`config.mk`:
```
export PLATFORM = sky130hd
export DESIGN_NAME = odr_top
export DESIGN_NICKNAME = d
export VERILOG_FILES = /design/src/hw/odr_pkg.sv /design/src/hw/odr_edge_if.sv /design/src/hw/odr_top.sv /design/src/hw/odr_edge_gen.sv /design/src/hw/odr_path.sv
export VERILOG_INCLUDE_DIRS = /design/src /design/src/hw
export SDC_FILE = /design/constraint.sdc
export NUM_CORES = 1
export LEC_CHECK = 0
export ABC_AREA = 0
export BUFFER_PORTS_ARGS = -buffer_cell sky130_fd_sc_hd__buf_2
export CAP_MARGIN = 25
export CORE_MARGIN = 2
export CORE_UTILIZATION = 40
export DETAILED_ROUTE_END_ITERATION = 7
export PLACE_DENSITY = 0.66
export SYNTH_ARGS = -nofsm -noshare
export SYNTH_HDL_FRONTEND = slang
export SYNTH_HIERARCHICAL = 1
export SYNTH_SLANG_ARGS = --single-unit
```
`constraint.sdc`:
```
create_clock -name i_clock -period 3.8 [get_ports i_clock]
set_clock_uncertainty 0.05 [all_clocks]
set_input_delay 0.19 -clock i_clock [delete_from_list [all_inputs] [get_ports i_clock]]
set_output_delay 0.19 -clock i_clock [all_outputs]
set_load 0.005 [all_outputs]
```
`src/hw/odr_cfg.svh`:
```
// Offsets, field positions and reset values of the output register block
`ifndef ODR_CFG_SVH
`define ODR_CFG_SVH
// ----------------------------------------
// Register byte offsets
// ----------------------------------------
`define ODR_OFF_CFG    4'h0
`define ODR_OFF_CTL    4'h4
`define ODR_OFF_STA    4'h8
// ----------------------------------------
// Configuration fields
// ----------------------------------------
`define ODR_F_DMODE    1:0
`define ODR_F_TMODE    3:2
`define ODR_B_EDGE     4
`define ODR_B_DINIT    5
`define ODR_B_TINIT    6
`define ODR_B_SETRESET_TIMING_TYPE   7
`define ODR_B_DSRVAL   8
`define ODR_B_TSRVAL   9
`define ODR_CFG_W      10
`define ODR_CFG_RST    10'h000
`define ODR_B_RESTART  0
`define ODR_HALF_DEF   1
`define ODR_RESP_OK    2'h0
`define ODR_RESP_ERR   2'h2
`endif

```
`src/hw/odr_pkg.sv`:
```
// Types shared by the output register block
package odr_pkg;
    typedef enum logic [1:0] {
        ODR_FF,
        ODR_DDR,
        ODR_LATCH,
        ODR_COMB
    } odr_mode_t;
endpackage

```
`src/hw/odr_edge_if.sv`:
```
// Derived clock edges passed from the divider to both paths
`timescale 1ns/1ns
interface odr_edge_if;
    logic rise_en;
    logic fall_en;
    logic hi;
    modport src (output rise_en, output fall_en, output hi);
    modport dst (input rise_en, input fall_en, input hi);
endinterface

```
`src/hw/odr_top.sv`:
```
// Output register tile: data and tristate paths behind an AXI4-Lite slave
`timescale 1ns/1ns
`include "odr_cfg.svh"
// How it works
// - Data and tristate paths share one clock but each has its own clock enable.
// - Each path is set on its own as flip-flop, double rate, latch or bypass.
// - Bypass sends the fabric signal straight to the driver or its enable.
// - The double rate select comes from the derived clock phase, not from a pin.
// - In split-edge mode falling edge data is taken on the divider's fall pulse, at a rising edge of that one clock.
// - Split-edge mode takes data on both edges for twice the rate.
// - Aligned-edge mode takes both inputs at the rising edge, tristate path too.
// - With the clock enable low only set, reset or a restart changes the register.
// - Reset is active high and sync or async per the timing type.
// - Set is active high and sync or async per the timing type.
// - The edge mode bit picks split or aligned, split after reset.
// - The init bit gives the output before any clocking, zero by default.
// - The timing type bit picks sync or async set and reset, sync by default.
// - Each path has its own target value, loaded on set and loaded inverted on reset.
module odr_top #(
    parameter int HALF = `ODR_HALF_DEF
) (
    input  wire logic        i_clock,
    input  wire logic        i_rst,
    input  wire logic        i_axi_awvalid,
    output logic             o_axi_awready,
    input  wire logic [3:0]  i_axi_awaddr,
    input  wire logic        i_axi_wvalid,
    output logic             o_axi_wready,
    input  wire logic [31:0] i_axi_wdata,
    input  wire logic [3:0]  i_axi_wstrb,
    output logic             o_axi_bvalid,
    input  wire logic        i_axi_bready,
    output logic [1:0]       o_axi_bresp,
    input  wire logic        i_axi_arvalid,
    output logic             o_axi_arready,
    input  wire logic [3:0]  i_axi_araddr,
    output logic             o_axi_rvalid,
    input  wire logic        i_axi_rready,
    output logic [31:0]      o_axi_rdata,
    output logic [1:0]       o_axi_rresp,
    input  wire logic        i_rise_data_in,
    input  wire logic        i_fall_data_in,
    input  wire logic        i_tri_rise_in,
    input  wire logic        i_tri_fall_in,
    input  wire logic        i_out_clk_en,
    input  wire logic        i_tristate_clk_en,
    input  wire logic        i_set_in,
    input  wire logic        i_reset_in,
    output logic             o_ddr_out,
    output logic             o_tristate_out
);
    // ----------------------------------------
    // Declarations
    // ----------------------------------------
    logic [`ODR_CFG_W-1:0] cfg_r, cfg_nxt;
    logic                  restart_r, restart_nxt;
    logic                  aw_got_r, aw_got_nxt;
    logic                  w_got_r, w_got_nxt;
    logic [3:0]            awaddr_r, awaddr_nxt;
    logic [31:0]           wdata_r, wdata_nxt;
    logic [3:0]            wstrb_r, wstrb_nxt;
    logic                  bvalid_r, bvalid_nxt;
    logic [1:0]            bresp_r, bresp_nxt;
    logic                  rvalid_r, rvalid_nxt;
    logic [31:0]           rdata_r, rdata_nxt;
    logic [1:0]            rresp_r, rresp_nxt;
    logic                  aw_take, w_take, do_write, ar_take;
    logic [3:0]            wa;
    logic [31:0]           wd;
    logic [3:0]            ws;
    logic                  d_st, t_st;
    odr_edge_if            edges ();

    // ----------------------------------------
    // Pad clock edges
    // ----------------------------------------
    odr_edge_gen #(
        .HALF (HALF)
    ) u_edge (
        .i_clock (i_clock),
        .i_rst   (i_rst),
        .e       (edges.src)
    );

    // ----------------------------------------
    // Data and tristate paths
    // ----------------------------------------
    // Data path with its own enable
    odr_path u_data (
        .i_clock   (i_clock),
        .i_rst     (i_rst),
        .e         (edges.dst),
        .i_mode    (odr_pkg::odr_mode_t'(cfg_r[`ODR_F_DMODE])),
        .i_aligned (cfg_r[`ODR_B_EDGE]),
        .i_init    (cfg_r[`ODR_B_DINIT]),
        .i_async   (cfg_r[`ODR_B_SETRESET_TIMING_TYPE]),
        .i_setreset_target_value   (cfg_r[`ODR_B_DSRVAL]),
        .i_restart (restart_r),
        .i_ce      (i_out_clk_en),
        .i_d1      (i_rise_data_in),
        .i_d2      (i_fall_data_in),
        .i_set     (i_set_in),
        .i_reset   (i_reset_in),
        .o_q       (o_ddr_out),
        .o_started (d_st)
    );

    // Tristate path, same edge mode and timing type
    odr_path u_tri (
        .i_clock   (i_clock),
        .i_rst     (i_rst),
        .e         (edges.dst),
        .i_mode    (odr_pkg::odr_mode_t'(cfg_r[`ODR_F_TMODE])),
        .i_aligned (cfg_r[`ODR_B_EDGE]),
        .i_init    (cfg_r[`ODR_B_TINIT]),
        .i_async   (cfg_r[`ODR_B_SETRESET_TIMING_TYPE]),
        .i_setreset_target_value   (cfg_r[`ODR_B_TSRVAL]),
        .i_restart (restart_r),
        .i_ce      (i_tristate_clk_en),
        .i_d1      (i_tri_rise_in),
        .i_d2      (i_tri_fall_in),
        .i_set     (i_set_in),
        .i_reset   (i_reset_in),
        .o_q       (o_tristate_out),
        .o_started (t_st)
    );

    // ----------------------------------------
    // AXI4-Lite write channel
    // ----------------------------------------
    // Address and data taken in either order, one write at a time
    assign o_axi_awready = !aw_got_r && !bvalid_r;
    assign o_axi_wready = !w_got_r && !bvalid_r;
    assign aw_take = i_axi_awvalid && o_axi_awready;
    assign w_take = i_axi_wvalid && o_axi_wready;
    assign do_write = (aw_got_r || aw_take) && (w_got_r || w_take);
    assign wa = aw_got_r ? awaddr_r : i_axi_awaddr;
    assign wd = w_got_r ? wdata_r : i_axi_wdata;
    assign ws = w_got_r ? wstrb_r : i_axi_wstrb;
    assign o_axi_bvalid = bvalid_r;
    assign o_axi_bresp = bresp_r;

    // Write capture, register update and response
    always_comb begin
        aw_got_nxt = aw_got_r;
        w_got_nxt = w_got_r;
        awaddr_nxt = awaddr_r;
        wdata_nxt = wdata_r;
        wstrb_nxt = wstrb_r;
        bvalid_nxt = bvalid_r;
        bresp_nxt = bresp_r;
        cfg_nxt = cfg_r;
        restart_nxt = 1'b0;
        if (aw_take) begin
            aw_got_nxt = 1'b1;
            awaddr_nxt = i_axi_awaddr;
        end
        if (w_take) begin
            w_got_nxt = 1'b1;
            wdata_nxt = i_axi_wdata;
            wstrb_nxt = i_axi_wstrb;
        end
        if (do_write) begin
            aw_got_nxt = 1'b0;
            w_got_nxt = 1'b0;
            bvalid_nxt = 1'b1;
            bresp_nxt = `ODR_RESP_OK;
            if (wa == `ODR_OFF_CFG) begin
                if (ws[0]) begin
                    cfg_nxt[7:0] = wd[7:0];
                end
                if (ws[1]) begin
                    cfg_nxt[`ODR_CFG_W-1:8] = wd[`ODR_CFG_W-1:8];
                end
            end else if (wa == `ODR_OFF_CTL) begin
                restart_nxt = ws[0] && wd[`ODR_B_RESTART];
            end else if (wa == `ODR_OFF_STA) begin
                bresp_nxt = `ODR_RESP_OK;
            end else begin
                bresp_nxt = `ODR_RESP_ERR;
            end
        end else if (bvalid_r && i_axi_bready) begin
            bvalid_nxt = 1'b0;
        end
    end

    always_ff @(posedge i_clock) begin
        if (i_rst) begin
            aw_got_r <= 1'b0;
            w_got_r <= 1'b0;
            awaddr_r <= 4'h0;
            wdata_r <= 32'h0000_0000;
            wstrb_r <= 4'h0;
            bvalid_r <= 1'b0;
            bresp_r <= `ODR_RESP_OK;
            cfg_r <= `ODR_CFG_RST;
            restart_r <= 1'b0;
        end else begin
            aw_got_r <= aw_got_nxt;
            w_got_r <= w_got_nxt;
            awaddr_r <= awaddr_nxt;
            wdata_r <= wdata_nxt;
            wstrb_r <= wstrb_nxt;
            bvalid_r <= bvalid_nxt;
            bresp_r <= bresp_nxt;
            cfg_r <= cfg_nxt;
            restart_r <= restart_nxt;
        end
    end

    // ----------------------------------------
    // AXI4-Lite read channel
    // ----------------------------------------
    assign o_axi_arready = !rvalid_r;
    assign ar_take = i_axi_arvalid && o_axi_arready;
    assign o_axi_rvalid = rvalid_r;
    assign o_axi_rdata = rdata_r;
    assign o_axi_rresp = rresp_r;

    // Read decode, status shows live path state
    always_comb begin
        rvalid_nxt = rvalid_r;
        rdata_nxt = rdata_r;
        rresp_nxt = rresp_r;
        if (ar_take) begin
            rvalid_nxt = 1'b1;
            rresp_nxt = `ODR_RESP_OK;
            if (i_axi_araddr == `ODR_OFF_CFG) begin
                rdata_nxt = {{(32 - `ODR_CFG_W){1'b0}}, cfg_r};
            end else if (i_axi_araddr == `ODR_OFF_CTL) begin
                rdata_nxt = 32'h0000_0000;
            end else if (i_axi_araddr == `ODR_OFF_STA) begin
                rdata_nxt = {27'h000_0000, t_st, d_st, edges.hi, o_tristate_out, o_ddr_out};
            end else begin
                rdata_nxt = 32'h0000_0000;
                rresp_nxt = `ODR_RESP_ERR;
            end
        end else if (rvalid_r && i_axi_rready) begin
            rvalid_nxt = 1'b0;
        end
    end

    always_ff @(posedge i_clock) begin
        if (i_rst) begin
            rvalid_r <= 1'b0;
            rdata_r <= 32'h0000_0000;
            rresp_r <= `ODR_RESP_OK;
        end else begin
            rvalid_r <= rvalid_nxt;
            rdata_r <= rdata_nxt;
            rresp_r <= rresp_nxt;
        end
    end
endmodule

```
`src/hw/odr_edge_gen.sv`:
```
// Divider making the rising and falling edge pulses of the pad clock
`timescale 1ns/1ns
`include "odr_cfg.svh"
module odr_edge_gen #(
    parameter int HALF = `ODR_HALF_DEF
) (
    input  wire logic i_clock,
    input  wire logic i_rst,
    odr_edge_if.src   e
);
    logic [7:0] cnt_r, cnt_nxt;
    logic       hi_r, hi_nxt;
    logic       tc;
    logic       hi_n;

    // Terminal count ends each half period
    assign tc = (cnt_r == 8'(HALF - 1));
    assign hi_n = ~hi_r;
    assign e.rise_en = tc & hi_n;
    assign e.fall_en = tc & ~hi_n;
    assign e.hi = hi_r;

    // Half period counter and phase
    always_comb begin
        cnt_nxt = tc ? 8'h00 : cnt_r + 8'h01;
        hi_nxt = tc ? hi_n : hi_r;
    end

    always_ff @(posedge i_clock) begin
        if (i_rst) begin
            cnt_r <= 8'h00;
            hi_r <= 1'b0;
        end else begin
            cnt_r <= cnt_nxt;
            hi_r <= hi_nxt;
        end
    end
endmodule

```
`src/hw/odr_path.sv`:
```
// One output path: flip-flop, double rate, latch or bypass
`timescale 1ns/1ns
module odr_path (
    input  wire logic              i_clock,
    input  wire logic              i_rst,
    odr_edge_if.dst                e,
    input  wire odr_pkg::odr_mode_t i_mode,
    input  wire logic              i_aligned,
    input  wire logic              i_init,
    input  wire logic              i_async,
    input  wire logic              i_setreset_target_value,
    input  wire logic              i_restart,
    input  wire logic              i_ce,
    input  wire logic              i_d1,
    input  wire logic              i_d2,
    input  wire logic              i_set,
    input  wire logic              i_reset,
    output logic                   o_q,
    output logic                   o_started
);
    logic q_r, q_nxt, hold_r, hold_nxt, st_r, st_nxt;
    logic edge_any, comb;

    assign edge_any = e.rise_en | e.fall_en;
    assign comb = (i_mode == odr_pkg::ODR_COMB);
    // Bypass, init value before clocking, else register
    assign o_q = comb ? i_d1 : (st_r ? q_r : i_init);
    assign o_started = st_r;

    // Next state of the path register
    always_comb begin
        q_nxt = q_r;
        hold_nxt = hold_r;
        st_nxt = st_r;
        if (i_restart) begin
            q_nxt = i_init;
            hold_nxt = i_init;
            st_nxt = 1'b0;
        end else if ((i_set | i_reset) && (i_async || edge_any)) begin
            q_nxt = i_set ? i_setreset_target_value : ~i_setreset_target_value;
            hold_nxt = q_nxt;
            st_nxt = 1'b1;
        end else if (i_ce) begin
            case (i_mode)
                odr_pkg::ODR_FF: begin
                    if (e.rise_en) begin
                        q_nxt = i_d1;
                        st_nxt = 1'b1;
                    end
                end
                odr_pkg::ODR_DDR: begin
                    if (e.rise_en) begin
                        q_nxt = i_d1;
                        hold_nxt = i_d2;
                        st_nxt = 1'b1;
                    end else if (e.fall_en) begin
                        q_nxt = i_aligned ? hold_r : i_d2;
                        st_nxt = 1'b1;
                    end
                end
                odr_pkg::ODR_LATCH: begin
                    if (e.hi) begin
                        q_nxt = i_d1;
                        st_nxt = 1'b1;
                    end
                end
                default: begin
                end
            endcase
        end
    end

    always_ff @(posedge i_clock) begin
        if (i_rst) begin
            q_r <= 1'b0;
            hold_r <= 1'b0;
            st_r <= 1'b0;
        end else begin
            q_r <= q_nxt;
            hold_r <= hold_nxt;
            st_r <= st_nxt;
        end
    end

    logic quiet;
    assign quiet = !i_set && !i_reset && !i_restart && !comb;
endmodule

```
==> metrics.md, run 1 <==
| Metric | Value |
|---|---|
| H-tree levels | `3` |
| Clock Latency Late Sink | `340 ps` |
| Hold path depth | `3` |
| Port Buffers | `53` |
| Main flop type after synthesis | `dfxtp_1` |
| Tcrit/Tclk final | `60.7%` |
| Critical Path RT | `a little under 4000 ps` |
| Yosys reg bits | `58` |
| Critical Path Start Type | `flip-flop` |
| Most common library cells after synthesis | `dfxtp_1, nor2_1, nand2_1, a21oi_1, buf_4` |
| Mapped cell area | `just over 3000 sq um` |
| Worst IR Drop VDD | `between 150 and 200 uV` |
| Die height | `~92 microns` |
| Top Layer Used | `met4` |
| Simple-gate area share of the yosys netlist | `between 20% and 30%` |
| DRC Markers | `0` |
| Vias per cell | `5.01` |
| Total negative slack | `0 ps` |
| GRT overflow | `0` |
| Core area | `7330 sq um` |
| Die area | `8370 sq um` |
| LEAKAGE | `~1.5 nW` |
| Number of synthesized flops with an enable pin | `0` |
| Initial antenna violation count | `0` |
| Pre-antenna DRT Iters | `4` |
| RSZ-0062 raised after global routing | `no` |
| Vias in the first global route | `2,224` |
| Final setup violation count | `0` |
| Post-synthesis cell count | `345` |
| Met2 WL | `2.98 mm` |
| Synth Area in XOR/XNOR | `1.43%` |
| Clk sink count | `58` |
| Hold Path Class | `in2reg` |
| Final nets | `455` |
| Post-CTS Hold Buffers | `0` |
| Critical Path AT | `2490 ps` |
| Max Clock Freq | `433 MHz` |
| Met1 WL | `2.88 mm` |
| Mapped Avg Cell Area | `8.88 sq um` |
| Synth Area in Compound Gates | `15.3%` |
| Post-route ant nets | `0` |
| DR WL/cell | `12.7 microns` |
| Final Cell Area | `3490 sq um` |
| Tot GR Track Use | `15.8%` |
| Max clock buf depth | `2` |
| Area leader, netlist | `dfxtp_1` |
| Ys async rst share | `0%` |
| First-pass GRT wire length | `10.5 mm` |
| Number of synthesis warnings | `6` |
| CP Launch Point | `w_got_r` |
| DP Area | `3300 sq um` |
| Worst Reg-to-Reg Cells | `4` |
| Dpl cells | `482` |
| Post-synthesis mux area share | `approximately an eighth` |
| Hold Path Sink | `wdata_r[2]` |
| Relative slew slack | `46.1%` |
| WS Path Type | `reg2reg` |
| Antenna diodes | `0` |
| Routed wire length | `6.31 mm` |
| Seq/Total Area, Yosys | `roughly 38%` |
| Synth area leaders | `dfxtp_1, mux2i_1, buf_4` |
| Routability cong. | `roughly 0.84` |
| CTS tree | `built` |
| Status | `completed` |
| Tmin final | `between 2000 and 2500 ps` |
| CTS resizes | `0` |
| Met3 WL | `342 microns` |
| Pre-CTS setup slack | `1490 ps` |
| Pwr Density | `397 nW/um^2` |
| R2r setup slk | `between 1000 and 1500 ps` |
| Largest net degree at the start of global routing | `37` |
| Routed vias | `2,491` |
| Setup repair bufs after CTS | `0` |
| Detailed placement HPWL | `4.59 mm` |
| Root buf cell | `clkbuf_8` |
| Io pins | `102` |
| Worst Setup End Kind | `flip-flop` |
| Share of the synthesized area in the top cell type | `37.9%` |
| Synth cell types | `49` |
| Ratio of cells with drive above 1 in the final layout | `~26%` |
| Final WS setup | `1490 ps` |
| Total CTS buffers | `9` |
| Die width | `approximately 92 microns` |
| Starting Density | `41.8%` |
| Post-synthesis adder-cell area fraction | `less than 1%` |
| Worst slew pin tran | `808 ps` |
| Count leader, synth | `dfxtp_1` |
| Worst r2r src | `w_got_r` |
| Post-Layout Cell Count | `497` |
| Clock transition at the registers of the reported paths | `60 ps` |
| Main combinational cell family by area after synthesis | `simple AND/OR/NAND/NOR gates` |
| Rows | `31` |
| Final max-slew violation count | `0` |
| Reg-to-Reg End | `cfg_r[0]` |
| Syn-to-layout area delta | `13.9%` |
| Fin. Hold Viols | `0` |
| MaxCap Viol Count | `0` |
| Starting DRT DRC Count | `79` |
| Worst Path Max Fanout | `16` |
| Hold path start | `i_axi_wdata[2]` |
[worst max path at each step]
stage	endpoint	slack, ps	cells after the start
floorplan	u_data/q_r	1880	9
global placement	cfg_r[3]	1580	4
detailed placement	cfg_r[5]	1490	4
CTS	cfg_r[0]	1490	4
global route	cfg_r[0]	1340	4
finish	cfg_r[0]	1490	4
[routing by layer]
metal	GRT usage [%]	vias up
met5	0	-
met1	20.1	1153
met3	5.31	13
li1	-	1251
met2	24.4	74
met4	6.31	0
[worst max-delay path, cell delays in order, from the launching register on]
cell     delay [ps]
dfxtp_1         840
o22ai_1         210
a21o_1          280
nor3_4          430
mux2_2          380
[cells by family after synthesis]
logic type      after synthesis
compound gates               63
xor+xnor                      5
fa+ha+maj                     2
buf+inv                      47
flops                        58
mux                          37
other cells                   1
simple gates                132
[layout make-up]
type | count | area, sq um
inverters | 8 | 30.0
flip-flops and latches | 58 | 1160
clock inverters | 2 | 10.0
clock buffers | 13 | 179
well taps | 99 | 124
repair buffers | 54 | 273
multi-input cells | 263 | 1710
fillers | 711 | 3840
[power by group]
part	total [mW]	switching, mW	leakage (nW)	internal, mW
Sequential	0.664	0.0281	0.473	0.636
Combinational	0.190	0.107	0.876	0.0830
Clock	0.530	0.228	0.101	0.302
[per-stage QoR]
step,hold WS [ps],util [%],power [mW]
floorplan,206,-,0.827
global placement,391,45.0,0.863
detailed placement,396,45.0,0.867
CTS,41.2,47.6,1.40
global route,38.5,47.6,1.46
finish,56.0,47.6,1.38
[sequential cells by signal, summed over array words and instances (netlist names), 2 cells and up]
name and count:
awaddr_r 4, wstrb_r 2, cfg_r 10, u_edge/cnt_r 8
o_axi_rdata 10, wdata_r 10
[cell usage in the layout, fill, tap and decap left out, types with 3 or more instances in the layout]
cell type,Yosys,layout
a221oi_2,4,4
clkbuf_8,0,13
nor2_1,41,41
nor3b_1,5,5
inv_1,8,8
dfxtp_1,58,58
a21oi_1,26,26
mux2_2,12,12
conb_1,1,24
xor2_1,4,4
nand2_1,30,30
nor2b_1,12,12
nand2b_1,3,3
buf_2,2,53
a22oi_1,7,7
o21ai_0,5,5
or3_1,4,4
mux2i_1,23,23
nand3_1,7,7
nor3_1,16,16
Note: power is estimated with default switching activity, not from simulation.
==> inputs of run 2 (changes only) <==
--- a/config.mk
+++ b/config.mk
@@ -6,13 +6,12 @@
 export SDC_FILE = /design/constraint.sdc
 export NUM_CORES = 1
 export LEC_CHECK = 0
-export ABC_AREA = 0
+export ABC_AREA = 1
 export BUFFER_PORTS_ARGS = -buffer_cell sky130_fd_sc_hd__buf_2
 export CAP_MARGIN = 25
 export CORE_MARGIN = 2
 export CORE_UTILIZATION = 40
 export DETAILED_ROUTE_END_ITERATION = 7
-export PLACE_DENSITY = 0.66
 export SYNTH_ARGS = -nofsm -noshare
 export SYNTH_HDL_FRONTEND = slang
 export SYNTH_HIERARCHICAL = 1
==> constraint.sdc (replaced) <==
create_clock -name i_clock -period 2.2 [get_ports i_clock]
set_clock_uncertainty 0.05 [all_clocks]
set_input_delay 0.11 -clock i_clock [delete_from_list [all_inputs] [get_ports i_clock]]
set_output_delay 0.11 -clock i_clock [all_outputs]
set_load 0.005 [all_outputs]
==> metrics.md, run 2 <==
| Metric | Value |
|---|---|
| Most used cell, CP | `nand2_1` |
| Reg-to-Reg End | `u_data/q_r` |
| Post-synthesis mux area share | `~2.6%` |
| Die width | `96.8 microns` |
| WS Path Type | `reg2reg` |
| Share of the synthesized area in the top cell type | `approximately a third` |
| Ratio of cells with drive above 1 in the final layout | `22.5%` |
| Port Buffers | `53` |
| Critical Path Start Type | `flip-flop` |
| Worst Path Max Fanout | `10` |
| Most common library cells after synthesis | `nand2_1, nor2_1, inv_1, dfxtp_1, nand3_1` |
| Clock transition at the registers of the reported paths | `70 ps` |
| Syn-to-layout area delta | `17.2%` |
| CP max stage cell | `dfxtp_1` |
| Hold Path Sink | `wdata_r[4]` |
| Mapped cell area | `3440 sq um` |
| LEAKAGE | `1.96 nW` |
| Main flop type after synthesis | `dfxtp_1` |
| Clock Latency Late Sink | `330 ps` |
| Die height | `96.8 microns` |
| Die area | `9370 sq um` |
| Post-route ant nets | `0` |
| Starting Density | `between 40% and 50%` |
| Total CTS buffers | `9` |
| Post-Layout Cell Count | `between 600 and 700` |
| Hold path depth | `3` |
| Vias in the first global route | `between 2,000 and 3,000` |
| Dpl cells | `647` |
| Clk sink count | `between 50 and 60` |
| CTS resizes | `0` |
| Largest net degree at the start of global routing | `35` |
| R2r setup slk | `slightly above 300 ps` |
| Core area | `8300 sq um` |
| Total negative slack | `0 ps` |
| Ys async rst share | `0%` |
| Worst Reg-to-Reg Cells | `16` |
| Post-synthesis cell count | `just under 500` |
| Synth Area in Compound Gates | `11.6%` |
| DRC Markers | `0` |
| Seq/Total Area, Yosys | `between 30 and 40%` |
| Routed wire length | `7.24 mm` |
| Max Clock Freq | `528 MHz` |
| Worst slew pin tran | `595 ps` |
| Relative slew slack | `60.3%` |
| Most common cell after layout, fill and taps aside | `nand2_1` |
| Main combinational cell family by area after synthesis | `simple AND/OR/NAND/NOR gates` |
| Hold path start | `i_axi_wdata[4]` |
| Tcrit/Tclk final | `86.1%` |
| Mapped Avg Cell Area | `6.94 sq um` |
| Simple-gate area share of the yosys netlist | `35.9%` |
| RSZ-0062 raised after global routing | `no` |
| Worst r2r src | `u_edge/cnt_r[0]` |
| Status | `completed` |
| Antenna diodes | `0` |
| Max clock buf depth | `2` |
| GRT overflow | `0` |
| Rows | `33` |
| First-pass GRT wire length | `12.8 mm` |
| Number of synthesis warnings | `6` |
| Tot GR Track Use | `16.4%` |
| H-tree levels | `3` |
| CTS tree | `built` |
| Fin. Hold Viols | `0` |
| Initial antenna violation count | `0` |
| Worst-path cell chain | `inv_1 -> ha_1 -> nand2_1 -> nor2_1 -> nand2_2 -> nor2_1 -> buf_4 -> inv_1 -> nand3_2 -> nand2_2 -> nor2_4 -> nand2_1 -> nand2_1 -> nand2_1 -> nand2_1 -> inv_1` |
| CP top delay family | `simple AND/OR/NAND/NOR gates` |
| Pwr Density | `about 660 nW/um^2` |
| Root buf cell | `clkbuf_8` |
| Final max-slew violation count | `0` |
| DR WL/cell | `10.7 microns` |
| Synth cell types | `39` |
| Area leader, netlist | `dfxtp_1` |
| Synth Area in XOR/XNOR | `0.254%` |
| Final setup violation count | `0` |
| Worst IR Drop VDD | `389 uV` |
| Routed vias | `3,069` |
| Io pins | `slightly above 100` |
| Routability cong. | `0.838` |
| Hold Path Class | `in2reg` |
| Count leader, synth | `nand2_1` |
| Number of synthesized flops with an enable pin | `0` |
| MaxCap Viol Count | `0` |
| Detailed placement HPWL | `5.41 mm` |
| Post-synthesis adder-cell area fraction | `less than 1%` |
| Pre-antenna DRT Iters | `4` |
| Largest stage delay on the critical path | `340 ps` |
| Most frequent cells in the layout | `nand2_1, nor2_1, inv_1` |
| Vias per cell | `approximately 4.5` |
| Tmin final | `1890 ps` |
| Final nets | `about 630` |
| Yosys reg bits | `58` |
| Synth area leaders | `dfxtp_1, nand2_1, nor2_1` |
| Critical Path AT | `2080 ps` |
| Starting DRT DRC Count | `130` |
| CP Buf/Inv Count | `4` |
| Critical Path RT | `~2400 ps` |
| Worst Setup End Kind | `flip-flop` |
| Setup repair bufs after CTS | `0` |
-- run 2: worst max path at each step --
stage                          from         end  slack, ps  depth (start not counted)
floorplan           u_edge/cnt_r[0]  u_data/q_r        250                         15
global placement    u_edge/cnt_r[0]  u_data/q_r        330                         16
detailed placement  u_edge/cnt_r[0]  u_data/q_r        320                         16
CTS                 u_edge/cnt_r[0]  u_data/q_r        300                         16
finish              u_edge/cnt_r[0]  u_data/q_r        310                         16
global route        u_edge/cnt_r[0]  u_data/q_r         30                         16
-- run 2: tightest hold or removal path, delay by kind of cell --
family	cells	cell delay [ps]
buffers and inverters	1	90
and+or+nand+nor	1	80
AOI/OAI and AO/OA	1	90
-- run 2: logic make-up (layout without fill, tap and decap cells) --
logic type | count (synthesis) | count (layout)
compound gates | 66 | 66
buf+inv | 106 | 157
flops | 58 | 58
simple gates | 253 | 253
other cells | 1 | 24
mux | 9 | 9
fa+ha+maj | 2 | 2
xor+xnor | 1 | 1
-- run 2: repair_timing --
| action | 4_1_cts | 5_1_grt |
|---|---|---|
| hold endpoints to repair | 12 | 0 |
| hold buffers | 12 | 0 |
| setup endpoints to repair | 0 | 0 |
-- run 2: layout make-up --
class	instances	area, sq um
clock inverters	5	52.6
fillers	842	4270
multi-input cells	355	1850
flip-flops and latches	58	1160
well taps	105	131
inverters	73	279
clock buffers	11	151
repair buffers	68	408
-- run 2: stage by stage --
stage | worst slack [ps] | utilization, % | hold WS, ps | power (mW) | area (sq um)
2_1_floorplan | 247 | - | 129 | 1.58 | 3530
3_3_place_gp | 333 | 44.7 | 315 | 1.68 | 3710
3_5_place_dp | 317 | 44.7 | 324 | 1.68 | 3710
4_1_cts | 301 | 48.6 | 0.860 | 2.70 | 4030
5_1_grt | 25.4 | 48.6 | 21.3 | 2.83 | 4030
6_report | 305 | 48.6 | 12.7 | 2.67 | 4030
-- run 2: where the power goes --
part | switching (mW) | internal [mW] | total (mW)
Clock | 0.416 | 0.578 | 0.995
Sequential | 0.0488 | 1.12 | 1.17
Combinational | 0.302 | 0.201 | 0.503
Total | 0.767 | 1.90 | 2.67
-- run 2: per-layer routing --
metal / part of all wire (%) / global-route usage (%)
met5: 0 / 0
met4: 2.0 / 6.61
met3: 3.7 / 3.76
met2: 43 / 26.1
met1: 51 / 21.5
==> inputs of run 3 (changes only) <==
--- a/config.mk
+++ b/config.mk
@@ -12,7 +12,7 @@
 export CORE_MARGIN = 2
 export CORE_UTILIZATION = 40
 export DETAILED_ROUTE_END_ITERATION = 7
+export PLACE_DENSITY = 0.66
 export SYNTH_ARGS = -nofsm -noshare
 export SYNTH_HDL_FRONTEND = slang
-export SYNTH_HIERARCHICAL = 1
 export SYNTH_SLANG_ARGS = --single-unit
==> metrics.md, run 3 <==
| Metric | Value |
|---|---|
| First-pass GRT wire length | `11.9 mm` |
| Worst IR Drop VDD | `431 uV` |
| Io pins | `102` |
| Worst Setup End Kind | `flip-flop` |
| Starting DRT DRC Count | `150` |
| Mapped cell area | `a little over 3000 sq um` |
| Tcrit/Tclk final | `84.3%` |
| Die height | `90.9 microns` |
| Met3 WL | `about 420 microns` |
| Met1 WL | `3.14 mm` |
| Fillers | `about 770` |
| Root buf cell | `clkbuf_8` |
| Largest net degree at the start of global routing | `35` |
| Worst Path Max Fanout | `7` |
| Total negative slack | `0 ps` |
| Max clock buf depth | `2` |
| Rows | `31` |
| Die width | `~91 microns` |
| Clock Latency Late Sink | `roughly 330 ps` |
| CTS tree | `built` |
| Core area | `7290 sq um` |
| Ys async rst share | `0%` |
| Met2 WL | `roughly 3.2 mm` |
| RSZ-0062 raised after global routing | `no` |
| Pre-antenna DRT Iters | `5` |
| Synth cell types | `36` |
| Final nets | `577` |
| Most frequent cells in the layout | `nor2_1, nand2_1, dfxtp_1` |
| Number of synthesis warnings | `0` |
| Register area | `1160 sq um` |
| Critical Path Start Type | `flip-flop` |
| CTS resizes | `0` |
| Ratio of cells with drive above 1 in the final layout | `16.7%` |
| Hold Path Class | `in2reg` |
| WS Path Type | `reg2reg` |
| Largest stage delay on the critical path | `560 ps` |
| Most common library cells after synthesis | `nor2_1, nand2_1, dfxtp_1, inv_1, o21ai_0` |
| CP max stage cell | `dlygate4sd3_1` |
| Routed wire length | `approximately 7 mm` |
| Clock transition at the registers of the reported paths | `70 ps` |
| Clk sink count | `slightly below 60` |
| Max Clock Freq | `539 MHz` |
| DR WL/cell | `11.0 microns` |
| Syn-to-layout area delta | `21.6%` |
| DRC Markers | `0` |
| CP Buf/Inv Count | `2` |
| Most common cell after layout, fill and taps aside | `nor2_1` |
| Top Layer Used | `met4` |
| Yosys reg bits | `58` |
| Critical Path AT | `roughly 2100 ps` |
| Pwr Density | `705 nW/um^2` |
| Status | `completed` |
| Total CTS buffers | `9` |
| Detailed placement HPWL | `5.05 mm` |
| Main flop type after synthesis | `dfxtp_1` |
| CP top delay family | `buffers and inverters` |
| Post-route ant nets | `0` |
| Post-synthesis cell count | `approximately 440` |
| Count leader, synth | `nor2_1` |
| MaxCap Viol Count | `0` |
| Number of synthesized flops with an enable pin | `0` |
| Tmin final | `1850 ps` |
| Vias per cell | `4.65` |
| Mapped Avg Cell Area | `6.83 sq um` |
| Area leader, netlist | `dfxtp_1` |
| Fin util | `50.4%` |
| Final setup violation count | `0` |
| H-tree levels | `3` |
| Seq/Total Area, Yosys | `around two fifths` |
| Fin. Hold Viols | `0` |
| Vias in the first global route | `2,659` |
| Synth area leaders | `dfxtp_1, nor2_1, nand2_1` |
| Routability cong. | `0.857` |
| Antenna diodes | `0` |
| Tot GR Track Use | `around 17%` |
| Starting Density | `41.4%` |
| Die area | `8260 sq um` |
| Routed vias | `~2,900` |
| Port Buffers | `53` |
| GRT overflow | `0` |
| Critical Path RT | `2420 ps` |
| Worst-path cell chain | `nor3b_2 -> nor2_1 -> inv_2 -> nand2_1 -> a21oi_1 -> dlygate4sd3_1` |
| LEAKAGE | `1.79 nW` |
| Final max-slew violation count | `0` |
| Multi-input gate area | `1540 sq um` |
| Share of the synthesized area in the top cell type | `38.4%` |
| Initial antenna violation count | `0` |
-- run 3: cell types whose count changed after synthesis, moves of 6 or more --
cell      previous run  this run
a31oi_1              1         7
inv_1               64        43
nand2_1             88        80
nand2_2             13         1
nand3_1             36        29
nor2_1              75        89
nor2_2              11         1
o211ai_1             7         0
o21ai_0             30        36
-- run 3: routing by layer --
metal  up-vias  global-route usage (%)
met1      1287                    22.3
li1       1511                       -
met4         0                    3.66
met5         -                       0
met2        71                    28.9
met3         7                    5.26
-- run 3: per-stage QoR --
step	total power [mW]	instances	hold slack, ps	cell area, sq um	setup WS (ps)
finish	2.59	619	5.79	3670	346
global route	2.73	619	26.0	3670	214
CTS	2.61	619	0.398	3670	350
detailed placement	1.64	588	300	3330	467
global placement	1.63	588	299	3330	454
floorplan	1.52	465	129	3110	694
-- run 3: final timing paths --
path | from | end | slack [ps] | cells after the start
max | aw_got_r | o_axi_bvalid | 350 | 6
min | i_axi_wdata[1] | wdata_r[1] | 6 | 3
max reg2reg | aw_got_r | o_axi_bvalid | 350 | 6
min reg2reg | awaddr_r[1] | awaddr_r[1] | 410 | 2
-- run 3: what timing repair did --
| action | CTS | global route |
|---|---|---|
| hold buffers | 16 | 0 |
| buffers inserted | 0 | 0 |
| endpoints found under the hold margin | 16 | 0 |
| endpoints found under the setup margin | 0 | 0 |
-- run 3: cells by family after synthesis --
group	share of synthesized area (%)
xor gates and xnor gates	0.290
DFF	38.4
buffers and inverters	13.3
AOI/OAI and AO/OA	12.6
other	0.124
and+or+nand+nor	31.4
adders and majority gates	0.828
muxes	2.98
-- run 3: layout make-up --
class	instances	area share, %
clock inverters	3	1.09
clock buffers	12	3.95
multi-input cells	324	42.0
flip-flops and latches	58	31.6
repair buffers	74	12.9
inverters	49	5.01
well taps	99	3.37
-- run 3: power breakdown --
group | internal [mW] | switching [mW]
logic | 0.190 | 0.274
clock network | 0.545 | 0.406
registers | 1.13 | 0.0460
total | 1.86 | 0.726
-- run 3: worst reg2reg max path: stages, from the launching register on --
cell and delay, ps:
dfxtp_1 380, nor3b_2 330, nor2_1 110, inv_2 70, nand2_1 140, a21oi_1 160
dlygate4sd3_1 560
